**config.mk**
```make
export PLATFORM = sky130hd
export DESIGN_NAME = shared_pin_function_priority_mux
export DESIGN_NICKNAME = d
export VERILOG_FILES = /design/src/rtl/pinmux_pkg.sv /design/src/rtl/pin_owner_cell.sv /design/src/rtl/shared_pin_function_priority_mux.sv
export SDC_FILE = /design/constraint.sdc
export NUM_CORES = 1
export LEC_CHECK = 0
export BUFFER_PORTS_ARGS = -buffer_cell sky130_fd_sc_hd__clkbuf_2
export CAP_MARGIN = 0
export CORE_MARGIN = 2
export CORE_UTILIZATION = 35
export DETAILED_ROUTE_END_ITERATION = 8
export MAX_ROUTING_LAYER = met4
export PLACE_DENSITY = 0.62
export SKIP_CTS_REPAIR_TIMING = 1
export SLEW_MARGIN = 5
export SYNTH_ARGS = -nofsm -noshare
export SYNTH_HDL_FRONTEND = slang
export SYNTH_HIERARCHICAL = 1
export SYNTH_SLANG_ARGS = --single-unit
```
**constraint.sdc**
```tcl
create_clock -name pclk -period 3.1 [get_ports pclk]
set_input_delay 0.31 -clock pclk [delete_from_list [all_inputs] [get_ports pclk]]
set_output_delay 0.31 -clock pclk [all_outputs]
set_load 0.02 [all_outputs]
```
**src/rtl/pinmux_pkg.sv**
```systemverilog
// Constants, owner codes and register map of the shared pin multiplexer
//
// Notes on behaviour
// - Port A bit 0 order: analog 0, timer channel 0, keypad 0, port.
// - Port A bit 1 order: analog 1, timer channel 1, keypad 1, port.
// - Port A bit 2 order: external interrupt, timer clock, keypad 2, port.
// - Port A bit 3 order: reset input, keypad 3, port.
// - Port A bit 4 order: oscillator output, analog 2, keypad 4, port.
// - Port A bit 5 order: oscillator input, analog 3, keypad 5, port.
// - Port B bit 0: analog 4 wins over the port.
// - Port B bit 1: analog 5 wins over the port.
// - After reset every shared pin is a port input whatever is requested.
// - Analog selection never blocks the other functions sharing the pin.
// - Port A bit 4 drives crystal or clock output when enabled.
// - Port A bit 5 feeds the oscillator input when that function owns it.
// - Port A bit 2 is never driven as an output.
// - Reset function treats low as reset request and forces the pull-up.
// - Every pin has its own software pull-up enable.
// - External interrupt input has a software switchable pull-up.
package pinmux_pkg;

  // ************************************************************
  // Pin owners, one-hot
  // ************************************************************
  typedef enum logic [7:0] {
    OWN_PORT   = 8'h01,
    OWN_KEY    = 8'h02,
    OWN_TIMER  = 8'h04,
    OWN_ANALOG = 8'h08,
    OWN_IRQ    = 8'h10,
    OWN_TIMER_EXTERNAL_CLOCK_IN   = 8'h20,
    OWN_RESET  = 8'h40,
    OWN_OSC    = 8'h80
  } owner_t;

  // ************************************************************
  // Widths
  // ************************************************************
  localparam int PA_W = 6;
  localparam int PB_W = 8;
  localparam int PIN_N = 14;
  localparam int SLOT_N = 4;

  // ************************************************************
  // Register byte offsets
  // ************************************************************
  localparam logic [7:0] OFS_PA_DATA = 8'h00;
  localparam logic [7:0] OFS_PA_DIR = 8'h04;
  localparam logic [7:0] OFS_PA_PULL = 8'h08;
  localparam logic [7:0] OFS_PB_DATA = 8'h0C;
  localparam logic [7:0] OFS_PB_DIR = 8'h10;
  localparam logic [7:0] OFS_PB_PULL = 8'h14;
  localparam logic [7:0] OFS_CONFIG = 8'h18;
  localparam logic [7:0] OFS_PA_LEVEL = 8'h1C;
  localparam logic [7:0] OFS_PB_LEVEL = 8'h20;
  localparam logic [7:0] OFS_OWNER_LO = 8'h24;
  localparam logic [7:0] OFS_OWNER_HI = 8'h28;

  // ************************************************************
  // Field positions
  // ************************************************************
  localparam int CLK_OUT_EN_BIT = 7;   // In the port A pull-up register
  localparam int CFG_ARM_BIT = 0;
  localparam int CFG_IRQ_EN_BIT = 1;
  localparam int CFG_IRQ_PULL_BIT = 2;
  localparam int CFG_RESET_EN_BIT = 3;
  localparam int CFG_XTAL_BIT = 4;
  localparam int CFG_OSC_IN_BIT = 5;
  localparam int CFG_W = 6;

  // ************************************************************
  // Reset values
  // ************************************************************
  localparam logic [7:0] RST_PA_PULL = 8'h00;
  localparam logic [7:0] RST_PB_PULL = 8'h00;
  localparam logic [5:0] RST_CONFIG = 6'h00;

endpackage

```
**src/rtl/pin_owner_cell.sv**
```systemverilog
// One pad: picks the owning function and the driving function
`timescale 1ns/1ps
`default_nettype none
module pin_owner_cell #(
  parameter bit INPUT_ONLY = 1'b0
) (
  // Clock and reset
  input wire logic pclk,
  input wire logic presetn,
  // Candidate functions, slot 3 highest
  input wire logic armed,
  input wire logic [3:0] req,
  input wire logic [3:0][7:0] slot_code,
  input wire logic [3:0] slot_passive,
  input wire logic [3:0] slot_oe,
  input wire logic [3:0] slot_out,
  input wire logic [3:0] slot_pull,
  // Port settings
  input wire logic port_dir,
  input wire logic port_data,
  input wire logic port_pull,
  // Pad and decision
  output logic pad_out,
  output logic pad_oe,
  output logic pad_pull,
  output logic [7:0] owner,
  output logic [3:0] drv_slot
);

  logic out_d, oe_d, pull_d, own_found, drv_found;
  logic [7:0] owner_d;
  logic [3:0] drv_d;

  // Priority walk from the top slot down
  always_comb begin
    owner_d = pinmux_pkg::OWN_PORT;
    drv_d = 4'h0;
    oe_d = port_dir;
    out_d = port_data;
    pull_d = port_pull;
    own_found = 1'b0;
    drv_found = 1'b0;
    for (int i = 3; i >= 0; i--) begin
      if (req[i] && !own_found) begin
        owner_d = slot_code[i];
        own_found = 1'b1;
      end
      if (req[i] && !slot_passive[i] && !drv_found) begin
        drv_d = 4'(1 << i);
        oe_d = slot_oe[i];
        out_d = slot_out[i];
        pull_d = port_pull | slot_pull[i];
        drv_found = 1'b1;
      end
    end
    if (!armed) begin
      owner_d = pinmux_pkg::OWN_PORT;
      drv_d = 4'h0;
      oe_d = 1'b0;
      out_d = 1'b0;
      pull_d = port_pull;
    end
    if (INPUT_ONLY) begin
      oe_d = 1'b0;
    end
  end

  // Registered pad controls
  always_ff @(posedge pclk or negedge presetn) begin
    if (!presetn) begin
      pad_out <= 1'b0;
      pad_oe <= 1'b0;
      pad_pull <= 1'b0;
      owner <= pinmux_pkg::OWN_PORT;
      drv_slot <= 4'h0;
    end else begin
      pad_out <= out_d;
      pad_oe <= oe_d;
      pad_pull <= pull_d && !oe_d; // Pull-up only while not driving
      owner <= owner_d;
      drv_slot <= drv_d;
    end
  end

endmodule
`default_nettype wire

```
**src/rtl/shared_pin_function_priority_mux.sv**
```systemverilog
// Shared pin priority multiplexer with its APB register file
`timescale 1ns/1ps
`default_nettype none
module shared_pin_function_priority_mux (
  // Clock and reset
  input wire logic pclk,
  input wire logic presetn,
  // APB slave
  input wire logic psel,
  input wire logic penable,
  input wire logic pwrite,
  input wire logic [7:0] paddr,
  input wire logic [31:0] pwdata,
  output logic [31:0] prdata,
  output logic pready,
  output logic pslverr,
  // Pads
  input wire logic [5:0] pa_in,
  output logic [5:0] pa_out,
  output logic [5:0] pa_oe,
  output logic [5:0] pa_pull,
  input wire logic [7:0] pb_in,
  output logic [7:0] pb_out,
  output logic [7:0] pb_oe,
  output logic [7:0] pb_pull,
  // Peripheral requests
  input wire logic [5:0] analog_input_en,
  input wire logic [1:0] timer_channel_en,
  input wire logic [1:0] timer_channel_out,
  input wire logic [1:0] timer_channel_oe,
  input wire logic timer_clk_en,
  input wire logic [5:0] keypad_en,
  input wire logic osc_clk_out,
  // Peripheral inputs
  output logic [5:0] analog_connect,
  output logic [1:0] timer_channel_in,
  output logic timer_external_clock_in,
  output logic [5:0] keypad_wake_input,
  output logic irq_level_n,
  output logic reset_request,
  output logic oscillator_input_pin
);

  // ************************************************************
  // Register file
  // ************************************************************
  logic [5:0] pa_data_q, pa_dir_q;
  logic [7:0] pa_pull_q;
  logic [7:0] pb_data_q, pb_dir_q, pb_pull_q;
  logic [5:0] cfg_q;
  logic setup, wr;
  logic armed, clock_out_enable;

  // Address decode shared by write and error paths
  function automatic logic reg_hit(input logic [7:0] a);
    case (a)
      pinmux_pkg::OFS_PA_DATA, pinmux_pkg::OFS_PA_DIR,
      pinmux_pkg::OFS_PA_PULL, pinmux_pkg::OFS_PB_DATA,
      pinmux_pkg::OFS_PB_DIR, pinmux_pkg::OFS_PB_PULL,
      pinmux_pkg::OFS_CONFIG, pinmux_pkg::OFS_PA_LEVEL,
      pinmux_pkg::OFS_PB_LEVEL, pinmux_pkg::OFS_OWNER_LO,
      pinmux_pkg::OFS_OWNER_HI: reg_hit = 1'b1;
      default: reg_hit = 1'b0;
    endcase
  endfunction

  logic [7:0] owner_w [14];
  logic [31:0] rd_d;

  assign setup = psel && !penable;
  assign wr = psel && penable && pready && pwrite && reg_hit(paddr);
  assign armed = cfg_q[pinmux_pkg::CFG_ARM_BIT];
  assign clock_out_enable = pa_pull_q[pinmux_pkg::CLK_OUT_EN_BIT];

  // Read data mux
  always_comb begin
    case (paddr)
      pinmux_pkg::OFS_PA_DATA: rd_d = {26'h0, pa_data_q};
      pinmux_pkg::OFS_PA_DIR: rd_d = {26'h0, pa_dir_q};
      pinmux_pkg::OFS_PA_PULL: rd_d = {24'h0, pa_pull_q};
      pinmux_pkg::OFS_PB_DATA: rd_d = {24'h0, pb_data_q};
      pinmux_pkg::OFS_PB_DIR: rd_d = {24'h0, pb_dir_q};
      pinmux_pkg::OFS_PB_PULL: rd_d = {24'h0, pb_pull_q};
      pinmux_pkg::OFS_CONFIG: rd_d = {26'h0, cfg_q};
      pinmux_pkg::OFS_PA_LEVEL: rd_d = {26'h0, pa_in};
      pinmux_pkg::OFS_PB_LEVEL: rd_d = {24'h0, pb_in};
      pinmux_pkg::OFS_OWNER_LO:
        rd_d = {owner_w[3], owner_w[2], owner_w[1], owner_w[0]};
      pinmux_pkg::OFS_OWNER_HI:
        rd_d = {owner_w[7], owner_w[6], owner_w[5], owner_w[4]};
      default: rd_d = 32'h0;
    endcase
  end

  // APB answer, no wait states
  always_ff @(posedge pclk or negedge presetn) begin
    if (!presetn) begin
      pready <= 1'b0;
      pslverr <= 1'b0;
      prdata <= 32'h0;
    end else begin
      pready <= setup;
      pslverr <= setup && !reg_hit(paddr);
      prdata <= (setup && !pwrite) ? rd_d : 32'h0;
    end
  end

  // Port A settings
  always_ff @(posedge pclk or negedge presetn) begin
    if (!presetn) begin
      pa_data_q <= 6'h00;
      pa_dir_q <= 6'h00;
      pa_pull_q <= pinmux_pkg::RST_PA_PULL;
    end else if (wr) begin
      if (paddr == pinmux_pkg::OFS_PA_DATA) pa_data_q <= pwdata[5:0];
      if (paddr == pinmux_pkg::OFS_PA_DIR) pa_dir_q <= pwdata[5:0];
      if (paddr == pinmux_pkg::OFS_PA_PULL) pa_pull_q <= pwdata[7:0];
    end
  end

  // Port B settings
  always_ff @(posedge pclk or negedge presetn) begin
    if (!presetn) begin
      pb_data_q <= 8'h00;
      pb_dir_q <= 8'h00;
      pb_pull_q <= pinmux_pkg::RST_PB_PULL;
    end else if (wr) begin
      if (paddr == pinmux_pkg::OFS_PB_DATA) pb_data_q <= pwdata[7:0];
      if (paddr == pinmux_pkg::OFS_PB_DIR) pb_dir_q <= pwdata[7:0];
      if (paddr == pinmux_pkg::OFS_PB_PULL) pb_pull_q <= pwdata[7:0];
    end
  end

  // Function configuration
  always_ff @(posedge pclk or negedge presetn) begin
    if (!presetn) begin
      cfg_q <= pinmux_pkg::RST_CONFIG;
    end else if (wr && paddr == pinmux_pkg::OFS_CONFIG) begin
      cfg_q <= pwdata[5:0];
    end
  end

  // ************************************************************
  // Candidate table per pin
  // ************************************************************
  logic [3:0] req [14];
  logic [3:0][7:0] code [14];
  logic [3:0] pas [14], s_oe [14], s_out [14], s_pull [14];
  logic [13:0] p_dir, p_data, p_pull, pad_out_w, pad_oe_w, pad_pull_w;
  logic [3:0] drv_w [14];
  logic osc_out_on, osc_in_on;

  assign osc_out_on = cfg_q[pinmux_pkg::CFG_XTAL_BIT] || clock_out_enable;
  assign osc_in_on = cfg_q[pinmux_pkg::CFG_OSC_IN_BIT] ||
                     cfg_q[pinmux_pkg::CFG_XTAL_BIT];
  assign p_dir = {pb_dir_q, pa_dir_q};
  assign p_data = {pb_data_q, pa_data_q};
  assign p_pull = {pb_pull_q, pa_pull_q[5:0]};

  always_comb begin
    for (int p = 0; p < 14; p++) begin
      req[p] = 4'h0;
      code[p] = '0;
      pas[p] = 4'h0;
      s_oe[p] = 4'h0;
      s_out[p] = 4'h0;
      s_pull[p] = 4'h0;
    end
    for (int p = 0; p < 2; p++) begin
      req[p] = {analog_input_en[p], timer_channel_en[p], keypad_en[p], 1'b0};
      code[p] = {pinmux_pkg::OWN_ANALOG, pinmux_pkg::OWN_TIMER,
                 pinmux_pkg::OWN_KEY, pinmux_pkg::OWN_PORT};
      pas[p] = 4'h8;
      s_oe[p][2] = timer_channel_oe[p];
      s_out[p][2] = timer_channel_out[p];
    end
    req[2] = {cfg_q[pinmux_pkg::CFG_IRQ_EN_BIT], timer_clk_en,
              keypad_en[2], 1'b0};
    code[2] = {pinmux_pkg::OWN_IRQ, pinmux_pkg::OWN_TIMER_EXTERNAL_CLOCK_IN,
               pinmux_pkg::OWN_KEY, pinmux_pkg::OWN_PORT};
    s_pull[2][3] = cfg_q[pinmux_pkg::CFG_IRQ_PULL_BIT];
    req[3] = {cfg_q[pinmux_pkg::CFG_RESET_EN_BIT], keypad_en[3], 2'b00};
    code[3] = {pinmux_pkg::OWN_RESET, pinmux_pkg::OWN_KEY,
               pinmux_pkg::OWN_PORT, pinmux_pkg::OWN_PORT};
    s_pull[3][3] = 1'b1;
    for (int p = 4; p < 6; p++) begin
      req[p] = {(p == 4) ? osc_out_on : osc_in_on, analog_input_en[p - 2],
                keypad_en[p], 1'b0};
      code[p] = {pinmux_pkg::OWN_OSC, pinmux_pkg::OWN_ANALOG,
                 pinmux_pkg::OWN_KEY, pinmux_pkg::OWN_PORT};
      pas[p] = 4'h4;
    end
    s_oe[4][3] = 1'b1;
    s_out[4][3] = osc_clk_out;
    for (int p = 6; p < 8; p++) begin
      req[p] = {analog_input_en[p - 2], 3'b000};
      code[p] = {pinmux_pkg::OWN_ANALOG, pinmux_pkg::OWN_PORT,
                 pinmux_pkg::OWN_PORT, pinmux_pkg::OWN_PORT};
      pas[p] = 4'h8;
    end
  end

  // One decision cell per pad
  for (genvar g = 0; g < 14; g++) begin : g_pin
    pin_owner_cell #(.INPUT_ONLY(g == 2)) u_cell (
      .pclk(pclk),
      .presetn(presetn),
      .armed(armed),
      .req(req[g]),
      .slot_code(code[g]),
      .slot_passive(pas[g]),
      .slot_oe(s_oe[g]),
      .slot_out(s_out[g]),
      .slot_pull(s_pull[g]),
      .port_dir(p_dir[g]),
      .port_data(p_data[g]),
      .port_pull(p_pull[g]),
      .pad_out(pad_out_w[g]),
      .pad_oe(pad_oe_w[g]),
      .pad_pull(pad_pull_w[g]),
      .owner(owner_w[g]),
      .drv_slot(drv_w[g])
    );
  end

  assign pa_out = pad_out_w[5:0];
  assign pa_oe = pad_oe_w[5:0];
  assign pa_pull = pad_pull_w[5:0];
  assign pb_out = pad_out_w[13:6];
  assign pb_oe = pad_oe_w[13:6];
  assign pb_pull = pad_pull_w[13:6];

  // ************************************************************
  // Pad levels to peripherals
  // ************************************************************
  always_ff @(posedge pclk or negedge presetn) begin
    if (!presetn) begin
      analog_connect <= 6'h00;
      timer_channel_in <= 2'b00;
      timer_external_clock_in <= 1'b0;
      keypad_wake_input <= 6'h3F;
      irq_level_n <= 1'b1;
      reset_request <= 1'b0;
      oscillator_input_pin <= 1'b0;
    end else begin
      for (int k = 0; k < 6; k++) begin
        analog_connect[k] <= owner_w[(k < 2) ? k : k + 2] ==
                             pinmux_pkg::OWN_ANALOG;
        keypad_wake_input[k] <= drv_w[k][1] ? pa_in[k] : 1'b1;
      end
      keypad_wake_input[3] <= drv_w[3][2] ? pa_in[3] : 1'b1;
      timer_channel_in <= {drv_w[1][2] & pa_in[1], drv_w[0][2] & pa_in[0]};
      timer_external_clock_in <= drv_w[2][2] & pa_in[2];
      irq_level_n <= drv_w[2][3] ? pa_in[2] : 1'b1;
      reset_request <= drv_w[3][3] && !pa_in[3];
      oscillator_input_pin <= drv_w[5][3] & pa_in[5];
    end
  end
endmodule
`default_nettype wire
```
Word level (Yosys, flattened, before mapping) --
Index checks and enable logic that the tools add are counted.
Operators by class: eq/ne operators 16, muxes and demuxes 125, bitwise logic cells 5, reductions and logical operators 77
Operators with widths (count):
- 32-bit case mux with 11 select lines | 1
- 8-bit 2-to-1 mux | 21
- 1-bit 2-to-1 mux | 78
- 8-bit by 4-bit == test with 1-bit output (second input constant) | 8
- 4-bit 2-to-1 mux | 14
- 1-bit logical AND | 37
- 8-bit by 5-bit == test with 1-bit output (second input constant) | 4
- 32-bit 2-to-1 mux | 1
- 1-bit logical NOT | 30
- 8-bit by 6-bit == test with 1-bit output (second input constant) | 3
- 3-bit 2-to-1 mux | 6
- 2-bit AND reduction | 6
- 11-bit OR reduction | 1
- 8-bit by 3-bit == test with 1-bit output (second input constant) | 1
- 8-bit logical NOT | 1
- 7-bit 2-to-1 mux | 1
- 5-bit 2-to-1 mux | 1
- 1-bit bitwise AND | 4
- 2-bit 2-to-1 mux | 2
- 1-bit logical OR | 2
- 1-bit bitwise OR | 1
Word-level totals: register bits after elaboration 227, input bits 79, output and inout bits 94, word-level logic and storage cells 295

Logic depth before layout (Yosys ltp) --
depth in word-level cells 9, mapped depth 8, mapped depth without buffers 6

Cells and area by module --
The synthesis kept the hierarchy.
By module, submodules not included:
- pin_owner_cell (g_pin[0].u_cell ...) | times used 13, cells an instance 90, area an instance 848.3 µm², seq. area each 376.6 µm²
- shared_pin_function_priority_mux | times used 1, cells an instance 363, area an instance 4703.3 µm², seq. area each 2561.2 µm²
- pin_owner_cell (g_pin[2].u_cell) | times used 1, cells an instance 80, area an instance 810.8 µm², seq. area each 351.6 µm²

Worst setup path before layout --
Ideal clock, no wire load.
kind reg-to-reg, start reg cfg_q[0], end reg g_pin[3].u_cell.pad_pull, library setup time 0.082 ns, arrival 1.835 ns, required time 3.018 ns, setup slack 1.183 ns, stages on the path, launching flop included 4, buffers on the path 0, clock period less this slack 1.917 ns, path through dfrtp_1 > inv_1 > or3_1 > a22oi_2
Between the ends: cells in the longest elaborated chain, start to end 3, elaborated cells between the ends (all ways) 4, classes of those cells 2 x mux; 2 x reduce/logical
Ends and longest elaborated chain:
- start, declared | RTL line shared_pin_function_priority_mux.sv:50 | logic [5:0] cfg_q;
- start signal, assigned | RTL line shared_pin_function_priority_mux.sv:137 | cfg_q <= pinmux_pkg::RST_CONFIG;
- start signal, assigned | RTL line shared_pin_function_priority_mux.sv:139 | cfg_q <= pwdata[5:0];
- 1-bit 2-to-1 mux | RTL line pin_owner_cell.sv:56 | if (!armed) begin
- 1-bit logical NOT | RTL line pin_owner_cell.sv:79 | pad_pull <= pull_d && !oe_d;
- 1-bit logical AND (*) | RTL line pin_owner_cell.sv:79
- end signal, assigned | RTL line pin_owner_cell.sv:79
- end, declared | RTL line pin_owner_cell.sv:25 | output logic pad_pull,
Every way passes the cells marked *; elsewhere a longest branch is shown, timed or not. A chain may end at the register's enable or synchronous reset.

Final worst setup path --
start reg cfg_q[3], end reg prdata[3]
Between the ends: cells in the longest elaborated chain, start to end 2
Ends and longest elaborated chain:
- 32-bit case mux with 11 select lines | RTL line shared_pin_function_priority_mux.sv:77 | case (paddr)
- 32-bit 2-to-1 mux | RTL line shared_pin_function_priority_mux.sv:104 | prdata <= (setup && !pwrite) ? rd_d : 32'h0;
- end signal, assigned | RTL line shared_pin_function_priority_mux.sv:104
- end, declared | RTL line shared_pin_function_priority_mux.sv:14 | output logic [31:0] prdata,
Every way passes these cells.

==> impl_metrics.yaml <==
pwr:
  vdd_drop_max_v: 0.000393
  p_leak_nw: 8.01
  power_density_nw_per_um2: 403
  power_mw: 6.61
clock_network:
  numCtsBuffers: 26
  clock-sinks: 219
  clk_latency_ns: 0.54
  cts_tree: "done"
  root_buffer: "clkbuf_16"
  cts_buffer_depth: 3
  clkSlewWorstSetupHoldPaths_ns: 0.06
  htreeDepth: 1
routing:
  totalWireLength_um: 31300
  postRouteAntennaNets: 0
  drc: 0
  post_drt_wl_per_cell_um: 13.2
  first_iter_violations: 473
  vias_per_cell: 4.39
  vias: 10400
  drt_first_pass_iters: 6
global_route:
  grt_first_pass_wirelength_um: 50900
  grt_overflow_total: 0
  grt_use_met1_pct: 21.9
  use_met2_pct: 28.2
  antenna_found_initial: 2
  grt.total_usage_pct: 17.1
  busiest_layer: "met2"
  grt_max_degree: 75
  grt_pass1_vias: 9937
  grt_use_met3_pct: 2.82
final_layout:
  fin_area_um2: 16400
  final_cells: 2373
  drive_above_1_share_pct: 18.1
  layout_common_cells: "conb_1, dfrtp_1, clkbuf_2"
  syn2layout_area_growth_pct: 30.5
  layout.cells.most_common: "conb_1"
  fin_util_pct: 46.3
  num-fill-cells: 3417
  fin_nets: 1969
floorplanning:
  die_h_um: 194
  start_util_pct: 35.5
  core_area_um2: 35500
  row_count: 69
  die_area_um2: 37500
  pin_count: 173
  dieWidth_um: 194
timing:
  worstMarginPinSlew_ns: 0.733
  setup-tns-final_ns: 0
  finClkSkew_ns: 0.00757
  worst_slack_ns: 1.19
  fmax_mhz: 524
  hold_ws_ns: -0.000199
  slew_viol_final: 0
  fin_crit_sh_pct: 61.6
  min_period_ns: 1.91
  rsz0062_at_grt: "no"
  hold_viol_final: 1
  slew_headroom_pct: 51.0
  setup_violations: 0
synth:
  avgSynthCellArea_um2: 10.2
  yosys_warnings: 6
  netlist_area_um2: 12600
  netlist_instances: 1237
worst_setup_path:
  critical_path.slowest_cell: "dfrtp_1"
  cpPeakStageDelay_ns: 0.62
  path_class: "reg2reg"
  critPathLaunchType: "register"
  r2r_slack_ns: 1.19
  critical_path_arrival_ns: 2.32
  cp-end-kind: "register"
  critPathRequiredTime_ns: 3.51
  cp_cell_sequence: "mux2_2 -> a21oi_1 -> o22ai_1 -> a222oi_1 -> nor2_1"
  cp_max_fo: 20
status:
  violations: "hold timing"
  status: "finished with violations"
run:
  drv_cap: 0
placed_design:
  pre_cts_ws_ns: 0.871
  numPortBuffers: 147
  place_congestion: 0.850
  hpwl_um: 23800
  dp_cells: 2320
  place_area_um2: 15500
worst_hold_path:
  hold_path_class: "in2reg"
-- sequential cells by signal, indices dropped and copies added, names as in the netlist, 2 cells and up --
signal and cells:
g_pin.u_cell/owner 64, pa_pull_q 8, pb_dir_q 8, pb_data_q 8
prdata 32, g_pin.u_cell/pad_out 14, pa_dir_q 6, cfg_q 6
timer_channel_in 2, g_pin.u_cell/drv_slot 12, g_pin.u_cell/pad_oe 13, pa_data_q 6
analog_connect 6, keypad_wake_input 6, g_pin.u_cell/pad_pull 14, pb_pull_q 8
-- area by class of cell --
type                    count  area, um^2  share of cell area [%]
well taps                 461         577                    3.51
repair buffers            162         891                    5.43
clock buffers              36         749                    4.57
flip-flops and latches    219        5500                    33.5
multi-input cells        1438        8400                    51.2
diodes                      2        5.00                  0.0305
inverters                  43         161                   0.983
clock inverters            12         131                   0.800
-- per-layer routing --
layer | routed length (um) | up-vias
met2 | 15200 | 191
met1 | 13900 | 4810
met4 | 557 | 0
met5 | 0 | -
li1 | - | 5366
met3 | 1640 | 41
-- report_power, final --
part	total (mW)	internal, mW	switching, mW
Sequential	2.87	2.86	0.00244
Clock	3.08	1.86	1.21
Combinational	0.663	0.238	0.425
-- path summary, 6_finish.rpt --
check / start / to / depth (start not counted)
worst max-delay path: cfg_q[3] / prdata[3] / 5
worst min-delay path: pa_in[5] / keypad_wake_input[5] / 2
worst max register to register: cfg_q[3] / prdata[3] / 5
worst min register to register: g_pin[5].u_cell/drv_slot[1] / keypad_wake_input[5] / 1
max in group asynchronous: presetn / g_pin[4].u_cell/owner[0] / 3
min in group asynchronous: presetn / prdata[26] / 2
-- worst max-delay path, delay by kind of cell, from the launching register on --
family          cells  cell delay [ns]
compound gates      3             0.69
simple gates        1             0.07
flops               1             0.62
mux                 1             0.40
Power figures use the tool's default switching activity.
